===== config.mk =====
export PLATFORM = sky130hd
export DESIGN_NAME = ctm_top
export DESIGN_NICKNAME = d
export VERILOG_FILES = /design/src/rtl/ctm_pkg.sv /design/src/rtl/ctm_top.sv
export SDC_FILE = /design/constraint.sdc
export NUM_CORES = 1
export LEC_CHECK = 0
export BUFFER_PORTS_ARGS = -buffer_cell sky130_fd_sc_hd__buf_2
export CAP_MARGIN = 20
export CORE_MARGIN = 5
export CORE_UTILIZATION = 45
export DETAILED_ROUTE_END_ITERATION = 6
export PLACE_DENSITY = 0.71
export SLEW_MARGIN = 20
export SYNTH_ARGS = -nofsm -noshare
export SYNTH_HDL_FRONTEND = slang
export SYNTH_HIERARCHICAL = 1
export SYNTH_SLANG_ARGS = --single-unit

===== constraint.sdc =====
create_clock -name ref_clk -period 2.4 [get_ports ref_clk]
set_clock_uncertainty 0.15 [all_clocks]
set_input_delay 0.36 -clock ref_clk [delete_from_list [all_inputs] [get_ports ref_clk]]
set_output_delay 0.36 -clock ref_clk [all_outputs]
set_load 0.02 [all_outputs]

===== src/rtl/ctm_pkg.sv =====
// Package for the CAN transceiver mode and wake block
package ctm_pkg;
  typedef enum logic [1:0] {
    CTM_OFF = 2'b00,
    CTM_WAKE = 2'b01,
    CTM_RXONLY = 2'b10,
    CTM_NORMAL = 2'b11
  } ctm_mode_t;
  typedef enum logic [2:0] {
    CTM_SYS_NORMAL = 3'h0,
    CTM_SYS_STOP = 3'h1,
    CTM_SYS_SLEEP = 3'h2,
    CTM_SYS_RESTART = 3'h3,
    CTM_SYS_FAILSAFE = 3'h4,
    CTM_SYS_INIT = 3'h5
  } ctm_sys_t;
  typedef struct packed {
    logic drv_en;
    logic bias_half;
  } ctm_bus_ctl_t;
  localparam int CTM_WAKE_MIN_DEF = 8;
  localparam int CTM_WAKE_MAX_DEF = 64;
  localparam int CTM_EN_SETTLE_DEF = 16;
  localparam int CTM_FIFO_DEPTH = 16;
endpackage : ctm_pkg


===== src/rtl/ctm_top.sv =====
// Mode control, transmit gating, receive path and wake detection
`timescale 1ns/1ns
module ctm_fifo #(
  parameter int WIDTH = 1,
  parameter int DEPTH = 16
) (
  input wire logic ref_clk,
  input wire logic rst,
  input wire logic [WIDTH-1:0] in_data,
  input wire logic in_valid,
  output logic in_ready,
  output logic [WIDTH-1:0] out_data,
  output logic out_valid,
  input wire logic out_ready
);
  localparam int AW = $clog2(DEPTH);
  if (WIDTH < 1 || DEPTH < 2 || (1 << AW) != DEPTH) begin : g_bad_depth
    $error("Depth must be a power of two");
  end
  logic [WIDTH-1:0] mem_r [DEPTH];
  logic [AW:0] wp_r;
  logic [AW:0] rp_r;
  wire full = (wp_r[AW] != rp_r[AW]) && (wp_r[AW-1:0] == rp_r[AW-1:0]);
  wire empty = (wp_r == rp_r);
  wire push = in_valid && !full;
  wire pop = out_ready && !empty;
  assign in_ready = !full;
  assign out_valid = !empty;
  assign out_data = mem_r[rp_r[AW-1:0]];
  always_ff @(posedge ref_clk) begin
    if (rst) begin
      wp_r <= '0;
      rp_r <= '0;
    end else begin
      if (push) begin
        wp_r <= wp_r + 1'b1;
      end
      if (pop) begin
        rp_r <= rp_r + 1'b1;
      end
    end
  end
  always_ff @(posedge ref_clk) begin
    if (push) begin
      mem_r[wp_r[AW-1:0]] <= in_data;
    end
  end
endmodule : ctm_fifo

module ctm_top #(
  parameter int WAKE_MIN = ctm_pkg::CTM_WAKE_MIN_DEF,
  parameter int WAKE_MAX = ctm_pkg::CTM_WAKE_MAX_DEF,
  parameter int EN_SETTLE = ctm_pkg::CTM_EN_SETTLE_DEF,
  parameter int FIFO_DEPTH = ctm_pkg::CTM_FIFO_DEPTH
) (
  input wire logic ref_clk,
  input wire logic rst,
  input wire logic [2:0] sys_mode,
  input wire logic [1:0] mode_wr_data,
  input wire logic mode_wr,
  input wire logic tx_data_in,
  input wire logic bus_dominant,
  output logic bus_drive_dom,
  output ctm_pkg::ctm_bus_ctl_t bus_ctl,
  output logic rx_data_out,
  output logic [1:0] mode_bits,
  output logic wake_flag,
  output logic fifo_full
);
  localparam int CW = $clog2(WAKE_MAX + EN_SETTLE + 2);
  if (WAKE_MIN < 1 || WAKE_MAX <= WAKE_MIN + 1 || EN_SETTLE < 1) begin : g_bad_counts
    $error("Bad wake or enable counts");
  end
  typedef enum logic [1:0] {
    CTM_W_IDLE = 2'b00,
    CTM_W_DOM1 = 2'b01,
    CTM_W_REC = 2'b10,
    CTM_W_DOM2 = 2'b11
  } ctm_wst_t;

  // Two-flop synchronisers for pins
  logic tx_m_r, tx_q_r, bus_m_r, bus_q_r;
  logic [2:0] sys_m_r, sys_q_r;
  always_ff @(posedge ref_clk) begin
    tx_m_r <= tx_data_in;
    tx_q_r <= tx_m_r;
    bus_m_r <= bus_dominant;
    bus_q_r <= bus_m_r;
    sys_m_r <= sys_mode;
    sys_q_r <= sys_m_r;
  end

  ctm_pkg::ctm_mode_t mode_r, mode_nxt;
  logic [2:0] sys_prev_r;
  ctm_wst_t wst_r, wst_nxt;
  logic [CW-1:0] wcnt_r, wcnt_nxt;
  logic [CW-1:0] ecnt_r;
  logic armed_r, wake_r, tx_gate_r, bus_prev_r;

  wire ctm_pkg::ctm_sys_t sysm = ctm_pkg::ctm_sys_t'(sys_q_r);
  wire sys_chg = (sys_q_r != sys_prev_r);
  wire in_norm = (sysm == ctm_pkg::CTM_SYS_NORMAL);
  wire in_stop = (sysm == ctm_pkg::CTM_SYS_STOP);
  wire in_fs = (sysm == ctm_pkg::CTM_SYS_FAILSAFE);
  wire wr_off = mode_wr && (mode_wr_data == ctm_pkg::CTM_OFF);
  wire wr_norm = mode_wr && (mode_wr_data == ctm_pkg::CTM_NORMAL) && in_norm;
  wire wr_rx = mode_wr && (mode_wr_data == ctm_pkg::CTM_RXONLY) && (in_norm || in_stop);
  wire wr_wake = mode_wr && (mode_wr_data == ctm_pkg::CTM_WAKE) && !in_fs
    && sysm != ctm_pkg::CTM_SYS_INIT;
  wire act_mode = (mode_r == ctm_pkg::CTM_NORMAL) || (mode_r == ctm_pkg::CTM_RXONLY);
  wire rearm = (sys_chg && (in_stop || in_fs))
    || ((wr_off || wr_norm || wr_rx) && mode_r == ctm_pkg::CTM_WAKE);

  // Mode selection; system forcing wins over writes
  always_comb begin
    mode_nxt = mode_r;
    if (wr_off || wr_norm || wr_rx || wr_wake) begin
      mode_nxt = ctm_pkg::ctm_mode_t'(mode_wr_data);
    end
    if (in_fs) begin
      mode_nxt = ctm_pkg::CTM_WAKE;
    end else if (act_mode && !in_norm && !in_stop) begin
      mode_nxt = ctm_pkg::CTM_WAKE;
    end
  end

  // Wake pattern: dominant, recessive, dominant, each in window
  // Phase length is count plus one at the closing edge
  wire ph_ok = (wcnt_r >= CW'(WAKE_MIN)) && (wcnt_r < CW'(WAKE_MAX - 1));
  wire edge_b = (bus_q_r != bus_prev_r);
  always_comb begin
    wst_nxt = wst_r;
    wcnt_nxt = (wcnt_r < CW'(WAKE_MAX)) ? wcnt_r + 1'b1 : wcnt_r;
    if (edge_b) begin
      wcnt_nxt = '0;
    end
    case (wst_r)
      CTM_W_IDLE: begin
        if (edge_b && bus_q_r) begin
          wst_nxt = CTM_W_DOM1;
        end
      end
      CTM_W_DOM1: begin
        if (edge_b) begin
          wst_nxt = ph_ok ? CTM_W_REC : CTM_W_IDLE;
        end
      end
      CTM_W_REC: begin
        if (edge_b) begin
          wst_nxt = ph_ok ? CTM_W_DOM2 : CTM_W_DOM1;
        end else if (!ph_ok && wcnt_r >= CW'(WAKE_MAX)) begin
          wst_nxt = CTM_W_IDLE;
        end
      end
      CTM_W_DOM2: begin
        if (edge_b || wcnt_r >= CW'(WAKE_MAX)) begin
          wst_nxt = CTM_W_IDLE;
        end
      end
      default: begin
        wst_nxt = CTM_W_IDLE;
      end
    endcase
  end
  // Wake fires once the second dominant passes the minimum, before the maximum
  wire wake_hit = (wst_r == CTM_W_DOM2) && bus_q_r && (wcnt_r == CW'(WAKE_MIN));
  // A wake seen while leaving wake mode is dropped; the sticky low needs the mode to stay
  wire wake_set = (mode_r == ctm_pkg::CTM_WAKE) && armed_r && wake_hit
    && (mode_nxt == ctm_pkg::CTM_WAKE);

  // Data path: receive samples queued so the controller sees them in order
  logic fifo_in_ready, fifo_out_valid;
  logic [0:0] fifo_out_data;
  wire rx_live = act_mode;
  ctm_fifo #(.WIDTH(1), .DEPTH(FIFO_DEPTH)) u_fifo (
    .ref_clk(ref_clk),
    .rst(rst),
    .in_data(~bus_q_r),
    .in_valid(rx_live),
    .in_ready(fifo_in_ready),
    .out_data(fifo_out_data),
    .out_valid(fifo_out_valid),
    .out_ready(1'b1)
  );

  always_ff @(posedge ref_clk) begin
    if (rst) begin
      mode_r <= ctm_pkg::CTM_OFF;
      sys_prev_r <= ctm_pkg::CTM_SYS_INIT;
      wst_r <= CTM_W_IDLE;
      wcnt_r <= '0;
      ecnt_r <= '0;
      armed_r <= 1'b1;
      wake_r <= 1'b0;
      tx_gate_r <= 1'b0;
      bus_prev_r <= 1'b0;
      bus_drive_dom <= 1'b0;
      bus_ctl <= '0;
      rx_data_out <= 1'b1;
      mode_bits <= ctm_pkg::CTM_OFF;
      wake_flag <= 1'b0;
      fifo_full <= 1'b0;
    end else begin
      mode_r <= mode_nxt;
      sys_prev_r <= sys_q_r;
      bus_prev_r <= bus_q_r;
      wst_r <= (mode_r == ctm_pkg::CTM_WAKE && armed_r) ? wst_nxt : CTM_W_IDLE;
      wcnt_r <= wcnt_nxt;
      if (wake_set) begin
        armed_r <= 1'b0;
        wake_r <= 1'b1;
      end else begin
        if (rearm) begin
          armed_r <= 1'b1;
        end
        if (mode_nxt != ctm_pkg::CTM_WAKE) begin
          wake_r <= 1'b0;
        end
      end
      // Enable settling; early low held off until transmit input is next seen recessive
      if (mode_r != ctm_pkg::CTM_NORMAL) begin
        ecnt_r <= '0;
        tx_gate_r <= 1'b0;
      end else if (ecnt_r < CW'(EN_SETTLE)) begin
        ecnt_r <= ecnt_r + 1'b1;
      end else if (tx_q_r) begin
        tx_gate_r <= 1'b1;
      end
      bus_drive_dom <= (mode_r == ctm_pkg::CTM_NORMAL) && tx_gate_r && !tx_q_r;
      bus_ctl.drv_en <= (mode_r == ctm_pkg::CTM_NORMAL);
      bus_ctl.bias_half <= act_mode;
      if (mode_r == ctm_pkg::CTM_WAKE) begin
        rx_data_out <= !wake_r;
      end else if (rx_live && fifo_out_valid) begin
        rx_data_out <= fifo_out_data[0];
      end else begin
        rx_data_out <= 1'b1;
      end
      mode_bits <= mode_nxt;
      wake_flag <= wake_r;
      fifo_full <= !fifo_in_ready;
    end
  end

  chk_wake_low_held: assert property (@(posedge ref_clk) disable iff (rst)
    (wake_r && mode_r == ctm_pkg::CTM_WAKE) |=> !rx_data_out)
    else $error("Receive output not low after wake");
  chk_off_quiet: assert property (@(posedge ref_clk) disable iff (rst)
    (mode_r == ctm_pkg::CTM_OFF) |=> !bus_drive_dom && rx_data_out)
    else $error("Off mode not quiet");
  chk_rxonly_nodrv: assert property (@(posedge ref_clk) disable iff (rst)
    (mode_r == ctm_pkg::CTM_RXONLY) |=> !bus_drive_dom && !bus_ctl.drv_en)
    else $error("Driver active in receive-only");
  chk_fs_forced: assert property (@(posedge ref_clk) disable iff (rst)
    in_fs |=> mode_r == ctm_pkg::CTM_WAKE)
    else $error("Fail-safe did not force wake mode");
  chk_settle_block: assert property (@(posedge ref_clk) disable iff (rst)
    (mode_r == ctm_pkg::CTM_NORMAL && ecnt_r < CW'(EN_SETTLE)) |=> !bus_drive_dom)
    else $error("Drove bus before settling");
  chk_norm_gate: assert property (@(posedge ref_clk) disable iff (rst)
    (wr_norm == 1'b0 && mode_r != ctm_pkg::CTM_NORMAL && !in_fs) |=> mode_r != ctm_pkg::CTM_NORMAL)
    else $error("Normal mode entered without command");
  chk_wake_bits: assert property (@(posedge ref_clk) disable iff (rst)
    (wake_r && !mode_wr && !in_fs) |=> mode_bits == 2'b01)
    else $error("Mode bits left wake-capable");
  chk_tx_follow: assert property (@(posedge ref_clk) disable iff (rst)
    (mode_r == ctm_pkg::CTM_NORMAL && tx_gate_r && !tx_q_r) |=> bus_drive_dom)
    else $error("Transmit low not driven dominant");
endmodule : ctm_top


[Word level (Yosys, flattened, before mapping)]
Memory sizes are Yosys's and may differ from the RTL's. A register that Yosys moved wholly into a read port is not among the register bits.
Cells that the tools add are included.
Word-level totals
  logic and storage cells: 133
  register bits: 51
  memories kept: 1
  RAM bits: 16
  output and inout bits: 8
Cells by class
  eq/ne operators: 25
  bitwise operators: 3
  add/sub/neg operators: 4
  order comparisons: 5
  multiplexer cells: 21
  reductions and logical operators: 51
Memory list
  u_fifo.mem_r: depth 16, bits a word 1, read ports 1, clocked after memory_dff 1, wr ports 1, line ctm_top.sv:20  | logic [WIDTH-1:0] mem_r [DEPTH];
Operators with widths (count)
  $logic_and A1 B1 Y1: 25
  $mux W2: 10
  $add A7 B1 Y7 const B: 2
  $eq A2 B2 Y1 const B: 6
  $add A5 B1 Y5 const B: 2
  $eq A2 B1 Y1 const B: 4
  $logic_not A1 Y1: 8
  $logic_or A1 B1 Y1: 8
  $mux W1: 8
  $mux W4: 2
  $ne A2 B2 Y1 const B: 4
  $pmux W2 S4: 1
  $eq A7 B4 Y1 const B: 1
  $ge A7 B4 Y1 const B: 1
  $ge A7 B7 Y1 const B: 1
  $lt A7 B5 Y1 const B: 1
  $lt A7 B6 Y1 const B: 1
  $lt A7 B7 Y1 const B: 1
  $ne A3 B3 Y1 const B: 2
  $reduce_or A2 Y1: 3
  $eq A5 B5 Y1: 1
  $eq A4 B4 Y1: 1
  $logic_not A2 Y1: 2
  $reduce_and A4 Y1: 1
  other kinds (9): 13

[Longest topological paths before layout]
  depth in word-level cells: 12
  depth in mapped cells: 8
  depth with buffers taken out: 6

[Cells and area by module]
The synthesis kept the hierarchy.
By module, submodules not included
  ctm_top: instances 1, area an instance 1567.8 um^2, cells an instance 160
  ctm_fifo: instances 1, area an instance 1541.5 um^2, cells an instance 126

[Worst setup path after synthesis]
No wires, ideal clock.
  kind: reg-to-reg
  start point: reg with a tool-made name
  end point: reg rx_data_out
  stages on the path, launching flop included: 5
  required time: 2132 ps
  setup slack: 518 ps
  data arrival time: 1614 ps
  buffers on the path: 0
  path through: dfxtp_1 -> mux4_2 -> mux4_2 -> o22ai_1 -> nand2b_1
RTL lines
  to (signal assigned): line ctm_top.sv:233  | rx_data_out <= !wake_r;
  to (signal assigned): line ctm_top.sv:235  | rx_data_out <= fifo_out_data[0];
  to (decl): line ctm_top.sv:65  | output logic rx_data_out,

[Worst setup path in the final report]
  start point: reg u_fifo.wp_r[3]
  end point: mem u_fifo.mem_r[9] (enable)
Between the ends
  word-level cells in the longest chain between the ends: 6
Ends and longest elaborated chain
  from (decl): line ctm_top.sv:21  | logic [AW:0] wp_r;
  from (signal assigned): line ctm_top.sv:36  | wp_r <= wp_r + 1'b1;
  $eq A4 B4 Y1: line ctm_top.sv:23  | wire full = (wp_r[AW] != rp_r[AW]) && (wp_r[AW-1:0] == rp_r[AW-1:0]);
  $logic_and A1 B1 Y1: line ctm_top.sv:23
  $logic_not A1 Y1: line ctm_top.sv:25  | wire push = in_valid && !full;
  $logic_and A1 B1 Y1: line ctm_top.sv:25
  $mux W1: line ctm_top.sv:44  | if (push) begin
  $mux W1 (implied by the code): line ctm_top.sv:45  | mem_r[wp_r[AW-1:0]] <= in_data;
  to (decl): line ctm_top.sv:20
Several ways; a longest one is shown, not always the timed one.

==> results.md <==
* Status: finished clean
* Inserted Clock Buffers at 9
* Initial Util at 0.460
* DR DRC count at 0
* Worst r2r path cells at 4
* Row cnt at 30
* Critical Path AT at 1.90 ns
* Seq/Total Area, Yosys at 0.509
* Clk slew on worst S/H paths at 0.08 ns
* Worst-path fanout max at 17
* Layout cell share with drive strength beyond 1 at 0.202
* CP Buf/Inv Count at 0
* Met2 WL at 2700 um
* I/O Buffers at 17
* Max-slew headroom at 0.526
* Detailed Place HPWL at 3970 um
* Tot Pwr at 2.27 mW
* Critical path class: reg -> reg
* Clock Root Buffer: clkbuf_8
* DR WL/cell at 14.1 um
* HP Class: reg -> reg
* Global route overflow at 0
* Crit. End Element: register
* FILL cells at 608
* RD Place Congestion at 0.799
* Reg2reg end: u_fifo/mem_r[9]$_DFFE_PP_
* Library cells used by synthesis at 53
* Die Y at 93.1 um
* Crit-path max cell delay at 0.47 ns
* Most instantiated cells after synthesis: dfxtp_1, nor2_1, edfxtp_1, inv_1
* Hold Buf Count CTS at 5
* Boundary Pins at 18
* CTS Buffer Depth at 2
* Post-synth EDFFs at 16
* Largest cells by area after synthesis: dfxtp_1, edfxtp_1, ha_1
* Antenna Violating Nets Remaining at 0
* Worst Tran Pin Value at 0.705 ns
* Most common cell in the netlist: dfxtp_1
* # nets final at 335
* Final Max Slew Viols at 0
* Crit path time final at 1.99 ns
* Vias in the first global route at 2047
* Post-CTS setup buffer count at 0
* Overall Global Routing Usage at 0.139
* Max-cap viol count at 0
* Ys async rst share at 0
* # clock sinks at 71
* DR iter-0 viols at 109
* Layout Area Growth over Synthesis at 12.7%
* F_max at 0.501 GHz
* Final setup violation count at 0
* Syn_area_per_cell at 10.9 um^2
* Max layer used: met4
* Synth area leader: dfxtp_1
* Worst Hold Path Cells at 0
* RSZ-0062 raised after global routing: false
* Post-synth top area share at 0.354
* Post-route setup TNS at 0 ns
* Worst skew pair latency at 0.34 ns
* CP Data Required Time at 2.31 ns
* Cell Area, Synth at 3110 um^2
* Reg-to-Reg Start: u_fifo/wp_r[3]$_SDFFE_PP0P_
* Vias/cell at 5.35
* Drt pass-1 iters at 4
* Lkg Pwr at 1.40 nW
* Synth Flop Type: dfxtp_1
* Die area at 8670 um^2
* Vias at 2146
* H-tree depth at 3
* TritonCTS clock tree: built
* Largest net degree at the start of global routing at 27
* First-pass GRT wire length at 9310 um
* Yosys reg bits at 71
* Largest delay contributor family on the critical path: simple AND/OR/NAND/NOR gates
* Post-cts sizing count at 0
* Post-Synthesis Cells at 286
* Hold Crit Start: sys_m_r[2]$_DFF_P_
* CP startpoint kind: register
* Initial antenna violation count at 0
* Setup slack, reg-to-reg at 0.41 ns
* Crit path cell chain: xnor2_1 -> and4_1 -> a21oi_4 -> and3_2
* Final Hold Violating Endpoints at 0
* Worst VDD drop at 0.000315 V
* Hold Crit Endpoint: sys_q_r[2]$_DFF_P_
* WL met3 at 262 um
* CP max stage cell: dfxtp_1
* Final wirelength at 5670 um
* Wl on met1 at 2660 um
* Die Wd at 93.1 um
* Tcrit/Tclk final at 0.831
* Core Region at 6760 um^2
* Diodes inserted at 0
* Synth Warn # at 6
* Power Density at 648 nW/um^2
-- power breakdown --
group          internal [mW]  switching, mW  leakage [nW]  total (mW)
Clock                  0.446          0.456         0.100       0.902
Combinational         0.0493         0.0604         0.710       0.110
Sequential              1.24         0.0201         0.592        1.26
Total                   1.73          0.537          1.40        2.27
-- state kept, by name, summed over array words and instances, names as in the netlist, 2 cells and up, named ones only --
name	count
u_fifo/wp_r	5
mode_r	2
sys_m_r	3
bus_ctl	2
sys_q_r	3
wcnt_r	7
wst_r	2
u_fifo/rp_r	5
u_fifo/mem_r	16
sys_prev_r	3
ecnt_r	7
-- per-layer routing --
metal  global-route usage  vias to the layer above
li1                     -                     1076
met1                0.163                     1024
met2                0.233                       44
met3               0.0475                        2
met4               0.0562                        0
met5                    0                        -
-- cells in the final DEF, fill, tap and decap left out, drive strengths merged, types with 2 or more instances in the layout --
cell          n
dfxtp        55
nor2         30
buf          20
inv          19
and3         19
edfxtp       16
nand2        13
nor2b        12
clkbuf       11
a21oi        10
ha            9
mux2          9
xnor2         8
o21ai         6
xor2          6
mux2i         5
dlygate4sd3   5
mux4          5
nand2b        4
nor3          4
or2           4
nand3         4
nand4         4
conb          4
nand3b        3
o31ai         3
a21boi        3
nor3b         2
o32a          2
a211o         2
a31oi         2
and4          2
o311ai        2
nor4          2
a2111oi       2
-- worst register-to-register path: stages, from the launching register on --
cell and delay, ns:
dfxtp_1 0.47, xnor2_1 0.13, and4_1 0.32, a21oi_4 0.40
and3_2 0.26
-- through the flow --
stage	instances	hold slack [ns]	instance area, um^2	utilization	setup WS (ns)
floorplan	289	0.160	3120	-	0.518
global placement	380	0.161	3260	0.483	0.473
detailed placement	380	0.164	3260	0.483	0.439
CTS	401	0.179	3500	0.519	0.448
global route	401	0.186	3500	0.519	0.327
finish	401	0.178	3500	0.519	0.405
-- cells by family (layout without fill, tap and decap cells) --
family / after synthesis / in the layout / synth area share
AOI/OAI and AO/OA: 41 / 41 / 0.103
xor gates and xnor gates: 14 / 14 / 0.0394
adders and majority gates: 9 / 9 / 0.0362
buffers and inverters: 24 / 56 / 0.0386
DFF: 71 / 71 / 0.509
muxes: 19 / 19 / 0.0849
other: 1 / 4 / 0.00121
and+or+nand+nor: 107 / 107 / 0.188
-- layout make-up --
type                    count  area (um^2)  area share
well taps                  80          100      0.0286
flip-flops and latches     71         1580       0.451
inverters                  15         56.3      0.0161
multi-input cells         194         1420       0.405
clock inverters             5         36.3      0.0104
repair buffers             25          158      0.0450
clock buffers              11          153      0.0436
-- how the worst max path moves through the flow --
stage	from	endpoint	slack [ns]	cells past startpoint
after detailed placement	u_fifo/wp_r[3]$_SDFFE_PP0P_	u_fifo/mem_r[9]$_DFFE_PP_	0.44	4
final	u_fifo/wp_r[3]$_SDFFE_PP0P_	u_fifo/mem_r[9]$_DFFE_PP_	0.41	4
after global routing	u_fifo/wp_r[3]$_SDFFE_PP0P_	u_fifo/mem_r[9]$_DFFE_PP_	0.33	4
after global placement	u_fifo/wp_r[0]$_SDFFE_PP0P_	u_fifo/wp_r[2]$_SDFFE_PP0P_	0.47	4
after CTS	u_fifo/wp_r[3]$_SDFFE_PP0P_	u_fifo/mem_r[9]$_DFFE_PP_	0.45	4
after floorplan	register	rx_data_out$_SDFF_PP1_	0.52	4
Note: power is estimated with default switching activity, not from simulation.
